File: src/bps_pkg.sv
// constants shared by the burst pulse sequencer and its main clock divider
// assumes a single base oscillator clock drives every file
package bps_pkg;
	localparam int BPS_NUM_CH = 8;
	localparam int BPS_CH_IDX_W = 3;
	localparam int BPS_LEN_W = 8;
	localparam int BPS_DIV_W = 8;
	localparam int BPS_BASE_MHZ = 80;
	localparam logic [BPS_CH_IDX_W-1:0] BPS_PHASE_RST = 3'h0;
	localparam logic [BPS_LEN_W-1:0] BPS_COUNT_RST = 8'h00;
	localparam logic [BPS_DIV_W-1:0] BPS_DIV_MIN = 8'h01;
endpackage

File: src/bps_sequencer.sv
// burst pulse sequencer: eight burst channels, those with a nonzero count visited in turn on the main clock
// assumes all inputs synchronous to the base oscillator clock i_clock
`timescale 1ns/1ps
`default_nettype none
module bps_sequencer
	import bps_pkg::*;
#(
	parameter int NUM_CH = BPS_NUM_CH,
	parameter int LEN_W = BPS_LEN_W,
	parameter int DIV_W = BPS_DIV_W
)
(
	input wire logic i_clock,
	input wire logic i_rst_n,
	input wire logic i_clk_en,
	input wire logic [DIV_W-1:0] i_divider,
	input wire logic [NUM_CH*LEN_W-1:0] i_burst_len,
	input wire logic [NUM_CH-1:0] i_burst_out_en,
	input wire logic [NUM_CH-1:0] i_sync_en,
	output logic [NUM_CH-1:0] o_channel,
	output logic o_sync,
	output logic [BPS_CH_IDX_W-1:0] o_phase
);
	logic main_tick;
	logic [BPS_CH_IDX_W-1:0] phase;
	logic [LEN_W-1:0] count;
	logic [NUM_CH-1:0] fire;
	logic [NUM_CH-1:0] next_channel;
	logic next_sync;
	logic [BPS_CH_IDX_W-1:0] next_phase;
	logic [LEN_W-1:0] next_count;
	wire logic [NUM_CH-1:0] nonzero;
	wire logic [LEN_W-1:0] cur_len;
	wire logic burst_done;

	function automatic logic [LEN_W-1:0] len_of(input logic [NUM_CH*LEN_W-1:0] lens,
		input logic [BPS_CH_IDX_W-1:0] ch);
		len_of = lens[ch*LEN_W +: LEN_W];
	endfunction

	// nearest channel at or before ch, cyclically, with a nonzero count
	function automatic logic [BPS_CH_IDX_W-1:0] owner_of(input logic [NUM_CH-1:0] nz,
		input logic [BPS_CH_IDX_W-1:0] ch);
		logic [BPS_CH_IDX_W-1:0] k;
		owner_of = ch;
		k = ch;
		for (int i = 0; i < NUM_CH; i++)
		begin
			if (nz[k])
			begin
				owner_of = k;
				break;
			end
			k = k - BPS_CH_IDX_W'(1);
		end
	endfunction

	// next channel after ch, in order 0..7 with wrap, that takes its own turn
	function automatic logic [BPS_CH_IDX_W-1:0] next_turn(input logic [NUM_CH-1:0] nz,
		input logic [BPS_CH_IDX_W-1:0] ch);
		logic [BPS_CH_IDX_W-1:0] k;
		next_turn = ch;
		k = ch;
		for (int i = 0; i < NUM_CH; i++)
		begin
			k = k + BPS_CH_IDX_W'(1);
			if (nz[k])
			begin
				next_turn = k;
				break;
			end
		end
	endfunction

	bps_divider #(
		.DIV_W(DIV_W)
	) u_divider (
		.i_clock(i_clock),
		.i_rst_n(i_rst_n),
		.i_clk_en(i_clk_en),
		.i_divider(i_divider),
		.o_tick(main_tick)
	);

	genvar g;
	generate
		for (g = 0; g < NUM_CH; g++)
		begin : g_nz
			assign nonzero[g] = (i_burst_len[g*LEN_W +: LEN_W] != '0);
		end
	endgenerate

	assign cur_len = len_of(i_burst_len, phase);
	assign burst_done = (count + LEN_W'(1) >= cur_len);

	always_comb
	begin
		fire = '0;
		for (int j = 0; j < NUM_CH; j++)
		begin
			// zero count channels share the pulses of the nearest nonzero channel before them, cyclically
			fire[j] = nonzero[owner_of(nonzero, BPS_CH_IDX_W'(j))] &&
				(owner_of(nonzero, BPS_CH_IDX_W'(j)) == phase) && nonzero[phase];
		end
	end

	always_comb
	begin
		next_phase = phase;
		next_count = count;
		next_channel = '0;
		next_sync = 1'b0;
		if (main_tick)
		begin
			next_channel = fire & i_burst_out_en;
			next_sync = |(fire & i_sync_en);
			if (!nonzero[phase] || burst_done)
			begin
				next_count = BPS_COUNT_RST;
				next_phase = next_turn(nonzero, phase);
			end
			else
			begin
				next_count = count + LEN_W'(1);
			end
		end
	end

	// outputs pulse high for one base clock when the divider is above one; the falling edge is the trigger
	always_ff @(posedge i_clock or negedge i_rst_n)
	begin
		if (!i_rst_n)
		begin
			phase <= BPS_PHASE_RST;
			count <= BPS_COUNT_RST;
			o_channel <= '0;
			o_sync <= 1'b0;
			o_phase <= BPS_PHASE_RST;
		end
		else if (i_clk_en)
		begin
			phase <= next_phase;
			count <= next_count;
			o_channel <= next_channel;
			o_sync <= next_sync;
			o_phase <= phase;
		end
	end
endmodule
`default_nettype wire

File: src/bps_divider.sv
// main clock divider: one tick every divider base clocks
// assumes the divider value is static between updates; zero is taken as one
`timescale 1ns/1ps
`default_nettype none
module bps_divider
	import bps_pkg::*;
#(
	parameter int DIV_W = BPS_DIV_W
)
(
	input wire logic i_clock,
	input wire logic i_rst_n,
	input wire logic i_clk_en,
	input wire logic [DIV_W-1:0] i_divider,
	output logic o_tick
);
	logic [DIV_W-1:0] count;
	wire logic [DIV_W-1:0] div_eff;
	wire logic wrap;

	// values below one are clamped, so one passes the base rate through
	assign div_eff = (i_divider < DIV_W'(BPS_DIV_MIN)) ? DIV_W'(BPS_DIV_MIN) : i_divider;
	assign wrap = (count >= div_eff - DIV_W'(1));

	always_ff @(posedge i_clock or negedge i_rst_n)
	begin
		if (!i_rst_n)
		begin
			count <= '0;
			o_tick <= 1'b0;
		end
		else if (i_clk_en)
		begin
			count <= wrap ? '0 : count + DIV_W'(1);
			o_tick <= wrap;
		end
	end
endmodule
`default_nettype wire

File: config.mk
export PLATFORM = sky130hd
export DESIGN_NAME = bps_sequencer
export DESIGN_NICKNAME = d
export VERILOG_FILES = /design/src/bps_pkg.sv /design/src/bps_sequencer.sv /design/src/bps_divider.sv
export SDC_FILE = /design/constraint.sdc
export NUM_CORES = 1
export LEC_CHECK = 0
export BUFFER_PORTS_ARGS = -buffer_cell sky130_fd_sc_hd__buf_2
export CORE_UTILIZATION = 30
export CTS_CLUSTER_SIZE = 25
export DETAILED_ROUTE_END_ITERATION = 8
export PLACE_DENSITY_LB_ADDON = 0.2
export SLEW_MARGIN = 20
export SYNTH_ARGS = -nofsm -noshare
export SYNTH_HDL_FRONTEND = slang
export SYNTH_SLANG_ARGS = --single-unit
File: constraint.sdc
create_clock -name i_clock -period 12.5 [get_ports i_clock]
set_input_delay 1.25 -clock i_clock [delete_from_list [all_inputs] [get_ports i_clock]]
set_output_delay 1.25 -clock i_clock [all_outputs]
set_load 0.01 [all_outputs]
==> reports/metrics.cfg, run 1 <==
[worst_setup_path]
cp-end-kind = flip-flop
crit_chain = buf_2 -> or4_1 -> nor2_2 -> buf_4 -> nand2_1 -> clkinv_1 -> ha_1 -> and3_1 -> nor2_1 -> nor2_1 -> ha_1 -> a211o_1 -> a211oi_2 -> nand2_1 -> a32oi_1 -> ha_1 -> o32a_1 -> a311oi_4 -> mux2i_1 -> mux2i_4 -> a21o_2 -> a22oi_2 -> and3_1 -> a32o_2
r2r_cells = 16
timing.rr.start = phase[1]
cpMostUsedCell = ha_1
cp.depth = 24
rr_endpoint = phase[1]
crit_path_top_delay_cell = or4_1
required_ns = 12.72
critPathMaxStageDelay_ns = 0.72
cp.arrival_ns = 7.45
cp_top_family = compound AO/OA/AOI/OAI gates
path_class = in -> reg
r2r_slack_ns = 7.15
worst_setup_path_start_kind = primary input
critPathBufInv = 3
path_max_fanout = 19

[clocking]
clkSinkCount = 32
cts_buffer_depth = 2
root_buffer = clkbuf_16
post-cts-setup-buffer-count = 0
clk_pin_slew_worst_paths_ns = 0.05
htreeDepth = 2
cts-buffers-inserted = 5
ctsResizeCount = 0
cts_tree = built
hold_buffers = 0
clock_latency_ns = 0.28

[power_and_ir_drop]
switchingPower_mw = 0.3979
power_mw = 0.8587
vdd_drop_max_uv = 118.9
internal-power_mw = 0.4608
clockPowerShare = 0.151
p_seq_frac = 0.173
combPwrFrac = 0.676
switching_share = 0.4634
power.density_mw_per_mm2 = 96.72
leakage_nw = 3.407

[final_layout]
n_antenna_cell = 0
final_util = 0.3407
fin_nets = 1238
final_cells = 1434
syn2layout_area_growth_pct = 11.19
final_area_mm2 = 0.008879
layout-drive-gt1-share = 0.2102

[timing]
skew_ns = 0.006920
hold_viol_final = 0
layout_worst_path_cycle_share = 0.5783
setup_ws_ns = 5.271
slew_viol_final = 0
period_minus_slack_ns = 7.229
fin_hold_ws_ns = 0.4845
tightestPinTransition_ns = 0.8643
fin_tns_setup_ns = 0
fmax_mhz = 138.3
max_slew_margin = 0.4190
setup_viol = 0
rsz0062_at_grt = no

[flow_run]
drv_cap = 0

[global_routing]
grt_pass1_vias = 8347
met3_usage = 0.02872
use_met1 = 0.2808
grt-ovfl-total = 0
grt_pass1_wl_mm = 46.11
antenna_found_initial = 0
grt_usage = 0.2138
top_usage_layer = met2
grt_use_met2 = 0.3604
grt_max_degree = 56

[worst_hold_path]
hold_depth = 1
hp-start = o_channel[0]
hold_end = o_channel[0]
worstHoldPathType = reg -> reg

[logic_synthesis]
syn_inst = 1025
yosys_register_bits = 32
synth_top_area_frac = 0.1003
synth_area_leaders = dfrtp_1 10%, mux4_2 7.9%, ha_1 7.7%
yosysTopAreaCell = dfrtp_1
synth_edf_count = 0
syn-cell-area_mm2 = 0.007985
synth_area_per_cell_um2 = 7.790
yosysWarnings = 0
ys_async_sr_fraction = 1.000
syn_nets = 1165
synth_cell_types = 106
synth_seq_area_share = 0.1003
synthFlopType = dfrtp_1

[place]
io_buffers = 102
dpl_cell_area_mm2 = 0.008722
pre_cts_ws_ns = 5.074
place_hpwl_mm = 21.73
gp_congestion = 0.9110
dp_cells = 1426

[routing]
avgRoutedWirePerCell_um = 20.41
route.vias.total = 8866
detail_route.wirelength_mm = 29.27
drtAntennaViolNets = 0
drc = 0
first_pass_iters = 5
routed_via_density = 6.183
drtIter0Drc = 783

[die]
dieArea_mm2 = 0.02727
io_pins = 103
die_w_um = 165.1
die_h_um = 165.1
core_region_area_mm2 = 0.02606
rows = 59
start_util = 0.3064

[run_status]
status = complete, no violations

==> area by class of cell <==
class / count / area (um2)
clock buffer: 8 / 156.4
sequential: 32 / 802.0
tap: 335 / 419.2
multi-input combinational: 893 / 6668
fill: 2774 / 17180
timing repair buffer: 124 / 675.6
inverter: 42 / 157.7
==> worst register-to-register path: cells and delay by family, from the launching register on <==
family                   cells  cell delay [ns]
multiplexers                 4             1.37
adder cells (fa/ha/maj)      1             0.86
AO/OA/AOI/OAI                8             1.54
flip-flops                   1             0.32
buffers and inverters        3             1.18
==> worst max path at each step <==
| stage | startpoint | endpoint | slack, ns |
|---|---|---|---|
| after global routing | i_burst_len[49] | o_sync | 4.79 |
| final | i_burst_len[17] | o_channel[2] | 5.27 |
| after detailed placement | i_burst_len[21] | o_channel[2] | 5.07 |
| after global placement | i_burst_len[21] | o_channel[2] | 4.93 |
| after CTS | i_burst_len[17] | o_channel[2] | 5.36 |
| after floorplan | i_burst_len[9] | o_channel[2] | 5.90 |
==> state kept, by name, indices dropped and copies added, names as in the netlist <==
| register | count |
|---|---|
| u_divider.o_tick | 1 |
| o_sync | 1 |
| o_phase | 3 |
| o_channel | 8 |
| phase | 3 |
| count | 8 |
| u_divider.count | 8 |
==> synth_stat cells (6+ instances only) <==
master and n:
a211o_1 6, a211oi_1 16, a21o_1 8, a21oi_1 65, a221oi_1 7, a22oi_1 6, a311oi_1 7, a31oi_1 16
and3_1 11, buf_1 7, buf_2 6, clkbuf_1 31, clkbuf_8 14, dfrtp_1 32, ha_1 49, inv_1 38
mux2_2 11, mux2i_1 35, mux4_2 28, nand2_1 112, nand2b_1 14, nand3_1 28, nand4_1 19, nor2_1 80
nor2b_1 6, nor3_1 17, nor4_1 13, nor4_2 8, o2111ai_1 6, o211ai_1 16, o21a_1 8, o21ai_0 78
o21ai_1 9, o22ai_1 6, o31ai_1 16, or3_1 8, or4_1 16, xnor2_1 24, xor2_1 12
==> cell usage in the layout, fill, tap and decap left out, drive strengths merged, types with 12 or more instances in the layout <==
cell / instances
nand3: 28
mux4: 29
or4: 19
nand2b: 14
nor3: 17
o21ai: 88
a21oi: 67
buf: 124
nor4: 22
xor2: 12
nand2: 115
nand4: 21
a31oi: 16
mux2i: 36
a211oi: 20
xnor2: 25
inv: 39
ha: 49
dfrtp: 32
o211ai: 16
nor2: 82
o31ai: 16
==> power by group through the flow <==
| stage | registers [mW] | clock network, mW | logic [mW] |
|---|---|---|---|
| after floorplan | 0.148 | 0 | 0.441 |
| after global placement | 0.150 | 0 | 0.574 |
| after detailed placement | 0.150 | 0 | 0.576 |
| after CTS | 0.148 | 0.135 | 0.578 |
| after global routing | 0.153 | 0.138 | 0.652 |
| final | 0.149 | 0.130 | 0.580 |
==> routing by layer <==
layer / wire length (um) / vias to the layer above
met5: 0 / -
met4: 682 / 0
met3: 2055 / 56
met2: 13330 / 343
met1: 13200 / 4292
li1: - / 4175
==> kinds of logic after synthesis <==
kind of cell / synth area share
simple gates: 0.2386
fa+ha+maj: 0.07678
flops: 0.1003
mux: 0.1445
xor+xnor: 0.04434
compound gates: 0.3300
buf+inv: 0.06550
(Power assumes the default switching activity.)
==> run 2: changes to the inputs <==
clock period = 6.2 ns   (was 12.5 ns; I/O delays follow)
==> reports/metrics.cfg, run 2 (synthesis results as in run 1) <==
[routing]
routed_via_density = 5.980
drtAntennaViolNets = 0
first_pass_iters = 5
drtIter0Drc = 648
drc = 0
route.vias.total = 8875
detail_route.wirelength_mm = 29.58
avgRoutedWirePerCell_um = 19.93

[global_routing]
grt_usage = 0.2166
grt-ovfl-total = 0
met3_usage = 0.02822
top_usage_layer = met2
antenna_found_initial = 0
grt_use_met2 = 0.3593
grt_pass1_wl_mm = 46.46
grt_pass1_vias = 8444
use_met1 = 0.2825
grt_max_degree = 38

[timing]
rsz0062_at_grt = no
setup_viol = 0
slew_viol_final = 0
tightestPinTransition_ns = 0.8336
hold_viol_final = 0
skew_ns = 0.006883
layout_worst_path_cycle_share = 0.9289
period_minus_slack_ns = 5.759
fin_hold_ws_ns = 0.4001
fmax_mhz = 173.6
max_slew_margin = 0.4372

[final_layout]
syn2layout_area_growth_pct = 15.97
fillCellCount = 2783
reg_top3 = count x8, o_channel x8, u_divider.count x8
final_cell_mix = 112 x nand2_1, 102 x buf_2, 79 x nor2_1
final_area_mm2 = 0.009260
final_cells = 1484
n_antenna_cell = 0
fin_nets = 1288
register_area_um2 = 802.0
layout-drive-gt1-share = 0.2480
multiInputGateArea_mm2 = 0.006693
final_common_cell = nand2_1

[worst_setup_path]
cp.arrival_ns = 5.97
crit_chain = buf_2 -> or4_4 -> o211ai_1 -> nand2_1 -> ha_1 -> and3_1 -> nor2_1 -> nor2_2 -> ha_1 -> a32oi_4 -> inv_2 -> ha_1 -> o21ba_2 -> a32oi_2 -> ha_1 -> o32a_1 -> a311oi_4 -> mux2i_1 -> mux2i_4 -> a21o_2 -> a22oi_2 -> and3_1 -> a32o_2
timing.rr.start = phase[0]
cp-end-kind = flip-flop
crit_path_top_delay_cell = or4_4
worst_setup_path_start_kind = primary input
path_max_fanout = 7
cpMostUsedCell = ha_1
crit_path_start = i_burst_len[5]
critPathMaxStageDelay_ns = 0.57
required_ns = 6.41
path_class = in -> reg

[clocking]
clk_pin_slew_worst_paths_ns = 0.05
post-cts-setup-buffer-count = 0
cts_tree = built
htreeDepth = 2
cts-buffers-inserted = 5
clkSinkCount = 32
cts_buffer_depth = 2
clock_latency_ns = 0.28
root_buffer = clkbuf_16

[place]
gp_congestion = 0.9289
io_buffers = 102
place_hpwl_mm = 22.80
dpl_cell_area_mm2 = 0.009097
dp_cells = 1476

[power_and_ir_drop]
leakage_nw = 3.638
vdd_drop_max_uv = 194.9
power.density_mw_per_mm2 = 185.5

[die]
start_util = 0.3064
io_pins = 103
dieArea_mm2 = 0.02727
die_w_um = 165.1
rows = 59
core_region_area_mm2 = 0.02606
die_h_um = 165.1

[flow_run]
drv_cap = 0

[worst_hold_path]
worstHoldPathType = in -> async

[run_status]
status = complete, no violations

## run 2: power breakdown
part           leakage [nW]  switching [mW]  internal (mW)
clock                0.0679          0.0909          0.148
combinational          3.14           0.660          0.516
sequential            0.427          0.0480          0.254
total                  3.64           0.799          0.919
## run 2: critical path, delay by kind of cell
family	cells	cell delay (ns)
buffers and inverters	2	0.25
AO/OA/AOI/OAI	9	2.05
multiplexers	2	0.46
AND/OR/NAND/NOR	6	1.27
adder cells (fa/ha/maj)	4	1.30
## run 2: worst paths after layout
kind	cells past startpoint	end	slack, ns
worst max-delay path	23	o_channel[2]	0.44
worst min-delay path	1	count[0]	0.40
worst max register to register	16	phase[1]	1.41
worst min register to register	1	o_channel[2]	0.49
max in group asynchronous	1	phase[0]	5.28
min in group i_clock	1	o_channel[2]	0.49
## run 2: final cells by class
cell class | count | area share
flip-flops and latches | 32 | 0.08661
well taps | 335 | 0.04526
repair buffers | 174 | 0.1135
clock inverters | 1 | 0.0005405
multi-input cells | 893 | 0.7227
inverters | 42 | 0.01702
clock buffers | 7 | 0.01432
## run 2: timing repair
| item | in CTS | in global routing |
|---|---|---|
| resized for setup | 0 | 5 |
| setup endpoints to repair | 0 | 2 |
| hold buffers | 0 | 0 |
## run 2: layer usage
| metal | vias to the layer above | share of wire |
|---|---|---|
| met1 | 4228 | 0.45 |
| li1 | 4272 | - |
| met4 | 0 | 0.034 |
| met5 | - | 0 |
| met3 | 66 | 0.064 |
| met2 | 309 | 0.45 |
## run 2: per-stage QoR
stage | setup slack (ns) | total power, mW | TNS (ns) | utilization
after floorplan | 0.2318 | 1.188 | 0 | -
after global placement | 0.09373 | 1.476 | 0 | 0.3491
after detailed placement | -0.05829 | 1.479 | -0.05829 | 0.3491
after CTS | 0.1843 | 1.726 | 0 | 0.3544
after global routing | 0.06589 | 1.881 | 0 | 0.3554
final | 0.4411 | 1.718 | 0 | 0.3554
==> run 3: changes to the inputs <==
CORE_ASPECT_RATIO = 1.25   (was default)
==> reports/metrics.cfg, run 3 (synthesis results as in run 1) <==
[run_status]
status = complete, no violations

[final_layout]
reg_top3 = count x8, o_channel x8, u_divider.count x8
final_cells = 1498
final_cell_mix = 112 x nand2_1, 102 x buf_2, 81 x buf_4
fin_nets = 1297
final_common_cell = nand2_1
n_antenna_cell = 0
layout-drive-gt1-share = 0.2513
syn2layout_area_growth_pct = 16.95

[routing]
routed_via_density = 6.024
detail_route.wirelength_mm = 30.61
first_pass_iters = 5
route.vias.total = 9024
drc = 0
drtIter0Drc = 687
avgRoutedWirePerCell_um = 20.43
drtAntennaViolNets = 0

[worst_setup_path]
cp.arrival_ns = 6.03
cp-end-kind = flip-flop
worst_setup_path_start_kind = primary input
path_max_fanout = 7
path_class = in -> reg
required_ns = 6.37

[clocking]
cts_tree = built
cts-buffers-inserted = 5
hold_buffers = 0
clkSinkCount = 32
clk_pin_slew_worst_paths_ns = 0.06
htreeDepth = 2
root_buffer = clkbuf_16
post-cts-setup-buffer-count = 0
cts_buffer_depth = 2
clock_latency_ns = 0.28

[place]
gp_congestion = 0.9084
io_buffers = 102
pre_cts_ws_ns = 0.05903
dp_cells = 1490
place_hpwl_mm = 23.92

[die]
io_pins = 103
core_region_area_mm2 = 0.02610
die_w_um = 147.9
dieArea_mm2 = 0.02728
rows = 66
die_h_um = 184.4
start_util = 0.3060

[timing]
setup_ws_ns = 0.3420
fin_tns_setup_ns = 0
max_slew_margin = 0.3882
tightestPinTransition_ns = 0.9062
slew_viol_final = 0
layout_worst_path_cycle_share = 0.9448
hold_viol_final = 0
fin_hold_ws_ns = 0.4306
period_minus_slack_ns = 5.858
setup_viol = 0
fmax_mhz = 170.7
skew_ns = 0.006571
rsz0062_at_grt = no

[global_routing]
grt_pass1_vias = 8642
grt_pass1_wl_mm = 48.27
antenna_found_initial = 0
grt_usage = 0.2230
grt_max_degree = 38
grt-ovfl-total = 0

[power_and_ir_drop]
vdd_drop_max_uv = 151.2
leakage_nw = 3.694
power.density_mw_per_mm2 = 188.0

[flow_run]
drv_cap = 0

[worst_hold_path]
worstHoldPathType = in -> async

-- run 3: cell types whose count changed in the layout (fill, tap and decap cells not counted) --
cell and delta:
nor2_1 +1, a31oi_2 -1, a31oi_1 +1, a32oi_2 -1, a32oi_1 +1, o31ai_2 -1
nor2_2 -1, o31ai_1 +1, buf_4 +9, bufinv_16 +1, clkbuf_1 -1
-- run 3: stage by stage --
step / total power, mW / util / instance area [um2]
finish: 1.755 / 0.3579 / 9339
global route: 1.896 / 0.3579 / 9339
CTS: 1.761 / 0.3577 / 9335
detailed placement: 1.471 / 0.3515 / 9171
global placement: 1.458 / 0.3515 / 9171
floorplan: 1.188 / - / 7985
-- run 3: cell type report --
class                   count  area [um2]
inverters                  42       157.7
well taps                 340       425.4
fillers                  2787       16760
multi-input cells         893        6671
flip-flops and latches     32       802.0
repair buffers            183        1119
clock inverters             2       35.03
clock buffers               6       128.9
-- run 3: what timing repair did --
| item | CTS | global route |
|---|---|---|
| endpoints found under the hold margin | 0 | 0 |
| setup endpoints to repair | 0 | 2 |
| resized for setup | 0 | 1 |
-- run 3: worst paths after layout --
kind                                 from  slack [ns]  depth (start not counted)            to
max in group asynchronous         i_rst_n        5.18                          1      phase[0]
min in group i_clock         o_channel[6]        0.48                          1  o_channel[6]
setup / recovery           i_burst_len[1]        0.34                         22  o_channel[2]
hold reg to reg              o_channel[6]        0.48                          1  o_channel[6]
setup reg to reg                 phase[1]        1.33                         15      phase[1]
hold / removal                    i_rst_n        0.43                          1      count[0]
-- run 3: worst max-delay path, stage by stage --
cell and delay, ns:
buf_2 0.12, or4_1 0.63, o211ai_1 0.26, nand2_1 0.09, ha_1 0.33, and3_1 0.22
nor2_1 0.05, nor2_1 0.24, ha_1 0.33, a32oi_4 0.26, inv_2 0.13, ha_1 0.30
o21ba_2 0.15, a32oi_1 0.21, ha_1 0.33, o32a_1 0.21, a311oi_4 0.40, mux2i_2 0.33
mux2i_4 0.12, a31oi_1 0.31, xnor2_2 0.10, a32o_2 0.29
-- run 3: power breakdown --
part / internal (mW) / switching [mW] / total [mW] / leakage, nW
registers: 0.254 / 0.0805 / 0.334 / 0.427
clock network: 0.189 / 0.0962 / 0.285 / 0.0808
logic: 0.516 / 0.620 / 1.14 / 3.19
-- run 3: metal layers --
metal  vias to the layer above  global-route usage  share of wire
li1                       4293                   -              -
met1                      4339              0.2858           0.44
met3                        63             0.02030          0.055
met4                         0             0.09155          0.039
met2                       329              0.3819           0.47
met5                         -                   0              0
